$ cat src/rasq_pkg.sv
// Constants and types shared by the rectifier address and sequencing logic
`default_nettype none
package rasq_pkg;
	// Clock rate and derived cycles per millisecond
	localparam longint CLK_MHZ = 250;
	localparam longint CYC_PER_MS = CLK_MHZ * 1000;
	// Sequencing times in milliseconds
	localparam longint START_DELAY_MS = 10000;
	localparam longint RAMP_MS = 120;
	localparam longint WARN_LEAD_MS = 3;
	localparam longint HOLD_UP_MS = 15;
	localparam longint AUX_LEAD_MS = 450;
	localparam longint AUX_HOLD_MS = 1000;
	localparam longint BLINK_HALF_MS = 250;
	// Cycle counts derived from the times above
	localparam longint START_DELAY_CYC = START_DELAY_MS * CYC_PER_MS;
	localparam longint RAMP_CYC = RAMP_MS * CYC_PER_MS;
	localparam longint WARN_LEAD_CYC = WARN_LEAD_MS * CYC_PER_MS;
	localparam longint HOLD_UP_CYC = HOLD_UP_MS * CYC_PER_MS;
	localparam longint AUX_LEAD_CYC = AUX_LEAD_MS * CYC_PER_MS;
	localparam longint AUX_HOLD_CYC = AUX_HOLD_MS * CYC_PER_MS;
	localparam longint BLINK_HALF_CYC = BLINK_HALF_MS * CYC_PER_MS;
	// Cycles allowed for the position and strap levels to settle
	localparam logic [4:0] SETTLE_CYC = 5'h10;
	// Bus addresses, 7-bit form
	localparam logic [2:0] UNIT_ADDR_HI = 3'h4;
	localparam logic [6:0] BROADCAST_ADDR = 7'h00;
	localparam logic [6:0] ALERT_RESP_ADDR = 7'h0c;
	// Level thresholds in millivolts, rack tolerance in percent, unit and rack position counts
	localparam logic [11:0] UNIT_INVALID_MV = 12'hc4e;
	localparam logic [11:0] UNIT_STEP_MV = 12'h14a;
	localparam logic [11:0] UNIT_TOP_MV = 12'hce4;
	localparam logic [11:0] VPROG_MAX_MV = 12'hbb8;
	localparam int RACK_TOL_PCT = 5;
	localparam int UNIT_POSITIONS = 10;
	localparam int RACK_COMBOS = 8;
	// Nominal rack levels in millivolts, combination 1 first
	localparam logic [11:0] RACK_MV [RACK_COMBOS] = '{12'hcee, 12'h42e,
		12'h761, 12'h244, 12'h67c, 12'h348, 12'h58c, 12'hb2c};
	// Power sequencing states
	typedef enum logic [2:0] {
		SQ_OFF, SQ_WAIT, SQ_RAMP, SQ_ON, SQ_HOLD, SQ_AUX
	} rasq_seq_t;
endpackage : rasq_pkg
`default_nettype wire

$ cat src/rasq_ctrl.sv
// Address decoding, mode strap, set-point arbitration and power sequencing
// Summary of operation
// - Answer at 100 plus four select bits
// - Address byte low bit: 0 write, 1 read
// - Select bits come from unit and rack inputs
// - Unit level gives ten positions; 3.30 V invalid
// - Rack level gives eight combinations
// - Alert response address answers reads only
// - Open strap I2C, resistor present RS485
// - Program level open or above 3 V ignored
// - Voltage bus command ends program input control
// - I2C mode waits 10 s before main rise
// - I2C mode ramps main over 120 ms
// - Warning 3 ms before main falls below 40 V
// - Auxiliary output leads main regulation by 450 ms (I2C mode: by the 10 s start delay)
// - Blink input LED while input below 80 V
// - Flag invalid command on broadcast read
// - Release alert only when observed address matches
`default_nettype none
module rasq_ctrl
	import rasq_pkg::*;
#(
	parameter logic [31:0] DELAY_CYC = 32'(START_DELAY_CYC),
	parameter logic [31:0] LEAD_CYC = 32'(AUX_LEAD_CYC),
	parameter logic [31:0] RAMP_LEN_CYC = 32'(RAMP_CYC),
	parameter logic [31:0] HOLD_CYC = 32'(HOLD_UP_CYC),
	parameter logic [31:0] WARN_CYC = 32'(WARN_LEAD_CYC),
	parameter logic [31:0] AUX_OFF_CYC = 32'(AUX_HOLD_CYC),
	parameter logic [31:0] BLINK_CYC = 32'(BLINK_HALF_CYC)
) (
	input wire logic clk_sys,
	input wire logic rst,
	input wire logic [11:0] unitLevelMv,
	input wire logic [11:0] rackLevelMv,
	input wire logic [11:0] vprogLevelMv,
	input wire logic protocolStrapPin,
	input wire logic inputOkPin,
	input wire logic inputBelow80Pin,
	input wire logic addrByteValid,
	input wire logic [7:0] addrByte,
	input wire logic voltCmdDone,
	input wire logic alertEvent,
	input wire logic obsByteValid,
	input wire logic [7:0] obsByte,
	output logic [3:0] addressSelectBits,
	output logic addressValid,
	output logic rs485Mode,
	output logic addrAck,
	output logic addrIsRead,
	output logic invalidCmd,
	output logic araReply,
	output logic [7:0] araByte,
	output logic alertOe,
	output logic useVprog,
	output logic auxiliarySupplyOutput,
	output logic mainEnable,
	output logic mainRamping,
	output logic powerGoodWarning,
	output logic inputLed
);
	typedef struct packed {
		rasq_seq_t seq;
		logic [31:0] cnt;
		logic [31:0] blinkCnt;
		logic [4:0] settleCnt;
		logic cfgDone;
		logic [3:0] addr;
		logic addrOk;
		logic rs485;
		logic vprogOff;
		logic useVp;
		logic ack;
		logic isRead;
		logic invalid;
		logic araRep;
		logic [7:0] araB;
		logic alert;
		logic aux;
		logic main;
		logic ramp;
		logic pgWarn;
		logic led;
	} rasq_state_t;

	rasq_state_t state_reg;
	rasq_state_t state_next;
	logic [2:0] pinSync;
	logic strapRes;
	logic inputOk;
	logic inputLow;
	logic [4:0] cfgAddr;
	logic [31:0] waitCyc;
	logic [6:0] hitAddr;

	// Strap and supply pins come from outside the clock domain
	rasq_sync #(
		.WIDTH(3)
	) u_sync (
		.clk_sys(clk_sys),
		.rst(rst),
		.pinIn({protocolStrapPin, inputOkPin, inputBelow80Pin}),
		.pinOut(pinSync)
	);
	assign strapRes = pinSync[2];
	assign inputOk = pinSync[1];
	assign inputLow = pinSync[0];

	// Unit position 1..10 from level, 0 when invalid
	function automatic logic [3:0] unitPos(input logic [11:0] mv);
		logic [3:0] pos;
		logic [11:0] nom;
		pos = 4'h0;
		for (int n = 1; n <= UNIT_POSITIONS; n++) begin
			nom = UNIT_TOP_MV - 12'(n * UNIT_STEP_MV);
			if (mv <= nom + (UNIT_STEP_MV >> 1) && mv > UNIT_INVALID_MV - 12'(
				n * UNIT_STEP_MV) - 12'(UNIT_STEP_MV >> 1) + 12'h001) begin
				pos = 4'(n);
			end
		end
		if (mv <= (UNIT_STEP_MV >> 1)) begin
			pos = 4'(UNIT_POSITIONS);
		end
		return pos;
	endfunction : unitPos

	// Rack combination 1..8 within tolerance window, 0 when none
	function automatic logic [3:0] rackPos(input logic [11:0] mv);
		logic [3:0] pos;
		int lo;
		int hi;
		pos = 4'h0;
		for (int n = 0; n < RACK_COMBOS; n++) begin
			lo = int'(RACK_MV[n]) * (100 - RACK_TOL_PCT) / 100;
			hi = int'(RACK_MV[n]) * (100 + RACK_TOL_PCT) / 100;
			if (int'(mv) >= lo && int'(mv) <= hi) begin
				pos = 4'(n + 1);
			end
		end
		return pos;
	endfunction : rackPos

	// Select bits from unit and rack, bit 4 set when the pair is valid
	function automatic logic [4:0] selBits(input logic [3:0] u,
		input logic [3:0] r);
		logic [4:0] res;
		res = 5'h00;
		if (u >= 4'h1 && u <= 4'h4 && r >= 4'h1 && r <= 4'h4) begin
			res = {1'b1, 4'((r - 4'h1) * 4'h4 + (u - 4'h1))};
		end else if (u >= 4'h1 && u <= 4'h5 && r >= 4'h6) begin
			res = {1'b1, 4'((r - 4'h6) * 4'h5 + (u - 4'h1))};
		end else if ((u == 4'h6 || u == 4'h7) && r >= 4'h1) begin
			res = {1'b1, 4'((r - 4'h1) * 4'h2 + (u - 4'h6))};
		end else if (u >= 4'h8 && u <= 4'ha && r >= 4'h4) begin
			res = {1'b1, 4'((r - 4'h4) * 4'h3 + (u - 4'h8))};
		end
		return res;
	endfunction : selBits

	assign cfgAddr = selBits(unitPos(unitLevelMv), rackPos(rackLevelMv));
	assign hitAddr = addrByte[7:1];
	// Auxiliary lead must also be met when the start delay is shorter
	assign waitCyc = (state_reg.rs485 || LEAD_CYC > DELAY_CYC) ? LEAD_CYC :
		DELAY_CYC;

	always_comb begin
		state_next = state_reg;
		state_next.ack = 1'b0;
		state_next.invalid = 1'b0;
		// Configuration capture after settling; retry until unit and rack give a valid address
		if (state_reg.settleCnt != SETTLE_CYC) begin
			state_next.settleCnt = state_reg.settleCnt + 5'h01;
		end else if (!state_reg.addrOk) begin
			if (!state_reg.cfgDone) begin
				state_next.rs485 = strapRes;
			end
			state_next.cfgDone = 1'b1;
			state_next.addr = cfgAddr[3:0];
			state_next.addrOk = cfgAddr[4];
		end
		// Address phase decode; only the I2C personality answers here
		if (addrByteValid && !state_reg.rs485 && state_reg.cfgDone) begin
			state_next.isRead = addrByte[0];
			if (hitAddr == {UNIT_ADDR_HI, state_reg.addr}
				&& state_reg.addrOk) begin
				state_next.ack = 1'b1;
			end else if (hitAddr == BROADCAST_ADDR) begin
				state_next.ack = !addrByte[0];
				state_next.invalid = addrByte[0];
			end else if (hitAddr == ALERT_RESP_ADDR) begin
				// Writes to this address are not acknowledged
				if (addrByte[0] && state_reg.alert && state_reg.addrOk) begin
					state_next.ack = 1'b1;
					state_next.araRep = 1'b1;
					state_next.araB = {UNIT_ADDR_HI, state_reg.addr, 1'b1};
				end
			end
		end
		// Alert release only on an observed byte naming this unit
		if (obsByteValid && state_reg.araRep) begin
			state_next.araRep = 1'b0;
			if (obsByte[7:1] == {UNIT_ADDR_HI, state_reg.addr}) begin
				state_next.alert = 1'b0;
			end
		end
		// A new event wins over a release in the same cycle
		if (alertEvent) begin
			state_next.alert = 1'b1;
		end
		// Program pin dropped for good after any voltage command
		if (voltCmdDone) begin
			state_next.vprogOff = 1'b1;
		end
		state_next.useVp = !state_next.vprogOff
			&& vprogLevelMv <= VPROG_MAX_MV;
		// Input LED blinks while input is low, steady otherwise
		if (inputLow) begin
			if (state_reg.blinkCnt >= BLINK_CYC - 32'h1) begin
				state_next.blinkCnt = '0;
				state_next.led = !state_reg.led;
			end else begin
				state_next.blinkCnt = state_reg.blinkCnt + 32'h1;
			end
		end else begin
			state_next.blinkCnt = '0;
			state_next.led = 1'b1;
		end
		// Power sequencing
		state_next.cnt = state_reg.cnt + 32'h1;
		case (state_reg.seq)
			SQ_OFF: begin
				state_next.cnt = '0;
				if (inputOk && state_reg.cfgDone) begin
					state_next.seq = SQ_WAIT;
					state_next.aux = 1'b1;
				end
			end
			SQ_WAIT: begin
				if (!inputOk) begin
					state_next.seq = SQ_AUX;
					state_next.cnt = '0;
				end else if (state_reg.cnt >= waitCyc - 32'h1) begin
					state_next.seq = SQ_RAMP;
					state_next.cnt = '0;
					state_next.main = 1'b1;
					state_next.ramp = 1'b1;
				end
			end
			SQ_RAMP, SQ_ON: begin
				if (!inputOk) begin
					state_next.seq = SQ_HOLD;
					state_next.cnt = '0;
					state_next.ramp = 1'b0;
				end else if (state_reg.seq == SQ_RAMP
					&& state_reg.cnt >= RAMP_LEN_CYC - 32'h1) begin
					state_next.seq = SQ_ON;
					state_next.ramp = 1'b0;
				end
			end
			SQ_HOLD: begin
				// Warning leads the end of hold-up by the warning time
				if (state_reg.cnt == HOLD_CYC - WARN_CYC - 32'h1) begin
					state_next.pgWarn = 1'b1;
				end
				if (inputOk) begin
					state_next.seq = SQ_WAIT;
					state_next.cnt = '0;
					state_next.pgWarn = 1'b0;
					state_next.main = 1'b0;
				end else if (state_reg.cnt >= HOLD_CYC - 32'h1) begin
					state_next.seq = SQ_AUX;
					state_next.cnt = '0;
					state_next.main = 1'b0;
				end
			end
			SQ_AUX: begin
				if (inputOk) begin
					state_next.seq = SQ_WAIT;
					state_next.cnt = '0;
					state_next.pgWarn = 1'b0;
				end else if (state_reg.cnt >= AUX_OFF_CYC - 32'h1) begin
					state_next.seq = SQ_OFF;
					state_next.aux = 1'b0;
					state_next.pgWarn = 1'b0;
				end
			end
			default: begin
				state_next.seq = SQ_OFF;
			end
		endcase
	end

	// Single state register
	always_ff @(posedge clk_sys) begin
		if (rst) begin
			state_reg <= '0;
		end else begin
			state_reg <= state_next;
		end
	end

	assign addressSelectBits = state_reg.addr;
	assign addressValid = state_reg.addrOk;
	assign rs485Mode = state_reg.rs485;
	assign addrAck = state_reg.ack;
	assign addrIsRead = state_reg.isRead;
	assign invalidCmd = state_reg.invalid;
	assign araReply = state_reg.araRep;
	assign araByte = state_reg.araB;
	assign alertOe = state_reg.alert;
	assign useVprog = state_reg.useVp;
	assign auxiliarySupplyOutput = state_reg.aux;
	assign mainEnable = state_reg.main;
	assign mainRamping = state_reg.ramp;
	assign powerGoodWarning = state_reg.pgWarn;
	assign inputLed = state_reg.led;

	// Checks
	a_unit_ack: assert property (@(posedge clk_sys) disable iff (rst)
		addrAck && !addrIsRead |-> addressValid || araReply
		|| $past(addrByte[7:1]) == BROADCAST_ADDR)
		else $error("write ack without valid target");
	a_rw_bit: assert property (@(posedge clk_sys) disable iff (rst)
		addrByteValid && !rs485Mode && state_reg.cfgDone
		|=> addrIsRead == $past(addrByte[0]))
		else $error("direction bit not taken");
	a_ara_write: assert property (@(posedge clk_sys) disable iff (rst)
		addrByteValid && addrByte == {ALERT_RESP_ADDR, 1'b0}
		|=> !addrAck)
		else $error("write to alert address acknowledged");
	a_bcast_read: assert property (@(posedge clk_sys) disable iff (rst)
		addrByteValid && addrByte == 8'h01 && !rs485Mode
		&& state_reg.cfgDone |=> invalidCmd && !addrAck)
		else $error("broadcast read not flagged");
	a_cfg_hold: assert property (@(posedge clk_sys) disable iff (rst)
		addressValid |=> $stable(addressSelectBits) && $stable(rs485Mode))
		else $error("address changed after capture");
	a_vprog_off: assert property (@(posedge clk_sys) disable iff (rst)
		voltCmdDone |=> ##1 !useVprog [*8])
		else $error("program input followed after command");
	a_alert_keep: assert property (@(posedge clk_sys) disable iff (rst)
		obsByteValid && araReply && !alertEvent
		&& obsByte[7:1] != {UNIT_ADDR_HI, addressSelectBits}
		|=> alertOe)
		else $error("alert released on foreign address");
	a_ramp_len: assert property (@(posedge clk_sys) disable iff (rst)
		$rose(mainRamping) |-> mainRamping [*8])
		else $error("ramp ended too soon");
	a_aux_first: assert property (@(posedge clk_sys) disable iff (rst)
		$rose(mainEnable) |-> auxiliarySupplyOutput
		&& $past(state_reg.cnt) >= LEAD_CYC - 32'h1)
		else $error("main rose before auxiliary lead");
	a_warn_main: assert property (@(posedge clk_sys) disable iff (rst)
		$rose(powerGoodWarning) |-> mainEnable && !$past(inputOk))
		else $error("warning without main on input loss");
	a_led_steady: assert property (@(posedge clk_sys) disable iff (rst)
		!inputLow [*2] |=> inputLed)
		else $error("LED blinks with good input");
	c_main_on: cover property (@(posedge clk_sys) disable iff (rst)
		$rose(mainEnable));
	c_warn: cover property (@(posedge clk_sys) disable iff (rst)
		$rose(powerGoodWarning));
	c_ara_release: cover property (@(posedge clk_sys) disable iff (rst)
		$fell(alertOe));
	c_bcast_bad: cover property (@(posedge clk_sys) disable iff (rst)
		invalidCmd);
endmodule : rasq_ctrl
`default_nettype wire

$ cat src/rasq_sync.sv
// Three-stage pin synchroniser that accepts a change once stages two and three agree
`default_nettype none
module rasq_sync #(
	parameter int WIDTH = 1
) (
	clk_sys,
	rst,
	pinIn,
	pinOut
);
	input wire logic clk_sys;
	input wire logic rst;
	input wire logic [WIDTH-1:0] pinIn;
	output logic [WIDTH-1:0] pinOut;

	typedef struct packed {
		logic [WIDTH-1:0] s1;
		logic [WIDTH-1:0] s2;
		logic [WIDTH-1:0] s3;
		logic [WIDTH-1:0] q;
	} rasq_sync_t;

	rasq_sync_t state_reg;
	rasq_sync_t state_next;

	// Stage one feeds only stage two; the agreement check sees two and three
	always_comb begin
		state_next = state_reg;
		state_next.s1 = pinIn;
		state_next.s2 = state_reg.s1;
		state_next.s3 = state_reg.s2;
		for (int i = 0; i < WIDTH; i++) begin
			if (state_reg.s2[i] == state_reg.s3[i]) begin
				state_next.q[i] = state_reg.s3[i];
			end
		end
	end

	always_ff @(posedge clk_sys) begin
		if (rst) begin
			state_reg <= '0;
		end else begin
			state_reg <= state_next;
		end
	end

	assign pinOut = state_reg.q;
endmodule : rasq_sync
`default_nettype wire
$ cat config.mk
export PLATFORM = sky130hd
export DESIGN_NAME = rasq_ctrl
export DESIGN_NICKNAME = d
export VERILOG_FILES = /design/src/rasq_pkg.sv /design/src/rasq_ctrl.sv /design/src/rasq_sync.sv
export SDC_FILE = /design/constraint.sdc
export NUM_CORES = 1
export LEC_CHECK = 0
export BUFFER_PORTS_ARGS = -buffer_cell sky130_fd_sc_hd__buf_2
export CAP_MARGIN = 20
export CORE_ASPECT_RATIO = 0.5
export CORE_MARGIN = 8
export CORE_UTILIZATION = 33
export CTS_CLUSTER_DIAMETER = 150
export CTS_CLUSTER_SIZE = 25
export DETAILED_ROUTE_END_ITERATION = 16
export HOLD_SLACK_MARGIN = 0.1
export PLACE_DENSITY_LB_ADDON = 0.08
export SYNTH_ARGS = -nofsm -noshare
export SYNTH_HDL_FRONTEND = slang
export SYNTH_HIERARCHICAL = 1
export SYNTH_SLANG_ARGS = --single-unit
$ cat constraint.sdc
create_clock -name clk_sys -period 4.6 [get_ports clk_sys]
set_input_delay 0.46 -clock clk_sys [delete_from_list [all_inputs] [get_ports clk_sys]]
set_output_delay 0.46 -clock clk_sys [all_outputs]
set_load 0.005 [all_outputs]
Yosys cells after proc, flatten, opt, wreduce, memory -nomap -nowiden:

Index checks and enable logic that the tools add are counted.

* latch bits: 0
* memories kept: 0
* bits of input ports: 61
* flip-flop bits (word level): 109
* word-level logic and storage cells: 254
* output and inout port bits: 25
* bits in read-only memories: 0
* bits in writable memories: 0

* divide/modulo/power cells: 0
* shift operators: 0
* order comparisons: 51
* multipliers: 2
* eq/ne operators: 26
* add/subtract/negate cells: 14
* bitwise gates (word level): 7
* muxes and demuxes: 65
* reduce and logical (&&, ||, !) cells: 62

Operator list (count)
* $pmux 32 s5: 1
* $mux 35: 4
* $mux 32: 3
* $le 12x11->1 const B: 7
* $le 12x12->1 const B: 7
* $add 32x1->32 const B: 2
* $mux 4: 16
* $ge 12x10->1 const B: 3
* $ge 12x11->1 const B: 3
* $gt 12x11->1 const B: 3
* $gt 12x12->1 const B: 3
* $le 12x10->1 const B: 3
* $logic_and 1x1->1: 35
* $eq 32x22->1 const B: 1
* $ge 32x22->1 const B: 1
* $ge 32x25->1 const B: 1
* $ge 32x26->1 const B: 1
* $ge 32x28->1 const B: 1
* $ge 32x32->1: 1
* $sub 32x1->32 const B: 1
* $ge 12x12->1 const B: 2
* $gt 12x10->1 const B: 2
* $mux 1: 23
* $mux 5: 4
* other kinds (46): 99

Logic depth before layout (Yosys ltp):

* depth after elaboration: 21
* gate-level depth with buffers: 21
* mapped depth without buffers: 19

Hierarchy:

The synthesis kept the hierarchy.

By module, submodules not included
* rasq_ctrl: area each 6826.5 sq um, sequential area each 1921.8 sq um, times used 1, cells an instance 859
* rasq_sync: area each 410.4 sq um, sequential area each 240.2 sq um, times used 1, cells an instance 34

Worst setup path after synthesis:

OpenSTA, ideal clock, no wires.

* path type: input to register
* start point: input unitLevelMv[4]
* end point: register state_reg, in the netlist addressSelectBits[3]
* path buffers: 1
* required time: 4530 ps
* setup slack: 296 ps
* data arrival time: 4235 ps
* setup time: 70 ps
* stages: 19
* cells stage by stage: clkbuf_1 > or3b_2 > o311ai_0 > a31oi_1 > o311ai_0 > a211oi_1 > or2_2 > ha_1 > inv_1 > ha_1 > ha_1 > inv_1 > fa_1 > xnor2_1 > xnor2_1 > xnor2_1 > xnor2_1 > mux2i_1 > a21oi_1

* cells in the longest elaborated chain, start to end: 20
* elaborated cells on any way between the ends: 68
* classes of those cells: 7 x add/sub; 25 x order compare; 2 x eq/ne; 15 x mux; 19 x reduce/logical

Ends and longest elaborated chain
* from (decl): line rasq_ctrl.sv:33 `input wire logic [11:0] unitLevelMv,`
* $le 12x12->1 / $gt 12x12->1 (equally long branches): line rasq_ctrl.sv:115 `if (mv <= nom + (UNIT_STEP_MV >> 1) && mv > UNIT_INVALID_MV - 12'(`
* $logic_and 1x1->1: line rasq_ctrl.sv:115
* $mux 1: line rasq_ctrl.sv:115
* $mux 2: line rasq_ctrl.sv:115
* $mux 4 (8 in series): line rasq_ctrl.sv:115
* $mux 4 *: line rasq_ctrl.sv:120 `if (mv <= (UNIT_STEP_MV >> 1)) begin`
* branches (longest 6 deep; another with $sub 4x4->4)
* $mux 5 *: line rasq_ctrl.sv:147 `if (u >= 4'h1 && u <= 4'h4 && r >= 4'h1 && r <= 4'h4) begin`
* to (signal assigned): line rasq_ctrl.sv:297 `state_reg <= state_next;`
* to (decl): line rasq_ctrl.sv:85 `rasq_state_t state_reg;`

Mark *: on every way between the ends.
A chain may end at the register's enable or synchronous reset.

Worst setup path in the final report:

* start point: input unitLevelMv[0]
* end point: register state_reg, in the netlist addressSelectBits[3]

Same word-level chain as after synthesis.

==> flow_summary.json <==
{
  "status": "completed",
  "fin_total_pwr_mw": 2.24,
  "finalSetupTns_ns": 0,
  "final.min_clock_period_ns": 4.18,
  "post-cts-setup-buffers": 0,
  "holdPathStages": 3,
  "ys_warn_count": 6,
  "pre_cts_slack_ns": 0.0226,
  "fin_util": 0.379,
  "hold_viol": 0,
  "critPathArrivalTime_ns": 4.47,
  "io_pins": 86,
  "clk_path_buf_depth": 2,
  "antenna_cells": 0,
  "cts_buffers": 9,
  "stdcell_area_um2": 8180,
  "cts_tree": "built",
  "yosysUniqueCellTypes": 80,
  "worst_pin_slew_ns": 0.944,
  "rows": 38,
  "syn_to_final_growth_pct": 13.0,
  "wl_met2_um": 8390,
  "grt_setup_unrepaired": "no",
  "avgSynthCellArea_um2": 8.10,
  "cts_sinks": 108,
  "setup_viol": 0,
  "fin_cells": 1250,
  "ys_ff_latch": 108,
  "mappedNetlistArea_um2": 7240,
  "min_path_type": "in -> reg",
  "dieWidth_um": 225,
  "power_density_nw_per_um2": 274,
  "track_usage": 0.133,
  "first_iter_violations": 364,
  "p_int_mw": 1.58,
  "io_buffers": 82,
  "nets": 1054,
  "finClkSkew_ns": 0.0119,
  "synth_edf_count": 0,
  "sw_frac_of_total": 0.297,
  "seq_power_share": 0.433,
  "final.period_utilization": 0.908,
  "setup.worst_path.class": "in -> reg",
  "grt_max_degree": 50,
  "p_sw_mw": 0.667,
  "start_util": 0.335,
  "grt_pass1_wl_um": 30400,
  "drive_gt1_frac": 0.156,
  "critPathCaptureType": "flop",
  "synth_common_cells": "dfxtp_1 (108), nor2_1 (89), nor3_1 (64), nand2_1 (54), ha_1 (44)",
  "ys.flop_type": "dfxtp_1",
  "ir_drop_uv": 168,
  "routabilityCongestion": 0.809,
  "route.top_layer_used": "met4",
  "clock_latency_ns": 0.36,
  "hpwlAfterDp_um": 13500,
  "overflow": 0,
  "r2r_cells": 12,
  "routed-wl-met3_um": 591,
  "h-tree-depth": 3,
  "ys_top_cells_by_area": "dfxtp_1 (30%), ha_1 (7.6%), xor2_1 (4.8%), nor2_1 (4.6%), xnor2_1 (4.6%)",
  "clock_power_share": 0.362,
  "p_leak_nw": 3.20,
  "synth_top_area_frac": 0.299,
  "yosysMostFrequentCell": "dfxtp_1",
  "totalWireLength_um": 18600,
  "postPlaceCellArea_um2": 7880,
  "synthArstFlopShare": 0,
  "synth_top_area_cell": "dfxtp_1",
  "power_frac_comb": 0.206,
  "wl_per_cell_um": 14.8,
  "vias": 6430,
  "nFillCells": 2262,
  "antenna_left": 0,
  "slew_violations": 0,
  "cts_resized": 0,
  "grt_pass1_vias": 6043,
  "wl_met1_um": 9350,
  "synth_cells": 893,
  "slew_headroom": 0.371,
  "max_freq_ghz": 0.239,
  "die_y_um": 121,
  "path_clk_slew_ns": 0.08,
  "via_per_inst": 5.14,
  "antenna_found_initial": 0,
  "cp_max_fo": 5,
  "largest_reg_flops": 74,
  "max_cap_violations": 0,
  "ys_seq_area_frac": 0.299,
  "dp_cells": 1235,
  "die-area_um2": 27200,
  "cp.required_ns": 4.89,
  "cts-root-buf": "clkbuf_16",
  "drtPass1Iterations": 4,
  "worst_hold_slack_ns": 0.313,
  "drc": 0,
  "crit_path_start_kind": "primary input",
  "hold_buffers": 0,
  "setup_ws_ns": 0.423,
  "core_area_um2": 21600
}
## logic make-up (layout without fill, tap and decap cells)
group,after synthesis,count (layout),synth area share
and+or+nand+nor,364,364,0.265
DFF,108,108,0.299
xor gates and xnor gates,78,78,0.0944
other,1,8,0.000518
muxes,12,12,0.0168
adders and majority gates,47,47,0.0844
AOI/OAI and AO/OA,170,170,0.170
buffers and inverters,113,163,0.0705
## critical path: stages
cell	delay (ns)
buf_2	0.11
or3b_2	0.45
o311ai_0	0.37
a31oi_1	0.12
o311ai_0	0.40
a211oi_1	0.15
or2_2	0.35
ha_1	0.25
xnor2_1	0.18
ha_1	0.29
inv_1	0.05
fa_1	0.42
xnor2_1	0.19
xnor2_1	0.15
xnor2_1	0.15
xnor2_1	0.13
mux2i_1	0.09
a21oi_1	0.14
## power by group through the flow
| stage | logic (mW) | registers (mW) | clock network, mW |
|---|---|---|---|
| global placement | 0.465 | 0.993 | 0 |
| CTS | 0.468 | 0.971 | 0.848 |
| global route | 0.523 | 0.975 | 0.882 |
| finish | 0.462 | 0.971 | 0.811 |
| floorplan | 0.343 | 0.985 | 0 |
| detailed placement | 0.466 | 0.994 | 0 |
## placed cells by master (no fill, tap or decap), types with 6 or more instances in the layout
cell,synthesis,layout
a21oi_1,32,32
nand3_1,36,36
ha_1,44,44
clkbuf_16,0,9
mux2i_1,11,11
nor2_1,89,89
or4_1,7,7
or3_1,11,11
nor3_1,64,64
nor4_1,17,17
buf_4,15,24
a31oi_1,9,9
nand2_1,54,54
conb_1,1,8
buf_2,6,82
o21ai_0,28,28
and3_1,14,14
a211oi_1,11,11
xor2_1,40,40
xnor2_1,38,38
nor4b_1,8,8
o21a_1,7,7
a211o_1,7,7
nor2b_2,6,6
inv_1,42,42
nand4_1,12,12
dfxtp_1,108,108
## metal layers
| metal | GRT usage | up-vias |
|---|---|---|
| li1 | - | 3315 |
| met1 | 0.179 | 2987 |
| met3 | 0.0239 | 16 |
| met5 | 0 | - |
| met2 | 0.216 | 112 |
| met4 | 0.0352 | 0 |
## path summary, 6_finish.rpt
check / start / to / slack [ns]
worst max-delay path: unitLevelMv[0] / addressSelectBits[3]$_SDFFE_PP0P_ / 0.42
worst min-delay path: alertEvent / alertOe$_SDFFE_PP0P_ / 0.31
worst max register to register: rs485Mode$_SDFFE_PP0P_ / state_reg[85]$_SDFF_PP0_ / 1.45
worst min register to register: state_reg[19]$_SDFF_PP0_ / useVprog$_SDFF_PP0_ / 0.42
## cell type report
class,count,area [um^2],share of cell area
tap,300,375,0.0459
inverter,42,158,0.0193
sequential,108,2160,0.264
clock inverter,6,78.8,0.00964
timing repair buffer,106,591,0.0722
clock buffer,9,225,0.0275
multi-input combinational,679,4590,0.561
Note: power is estimated with default switching activity, not from simulation.
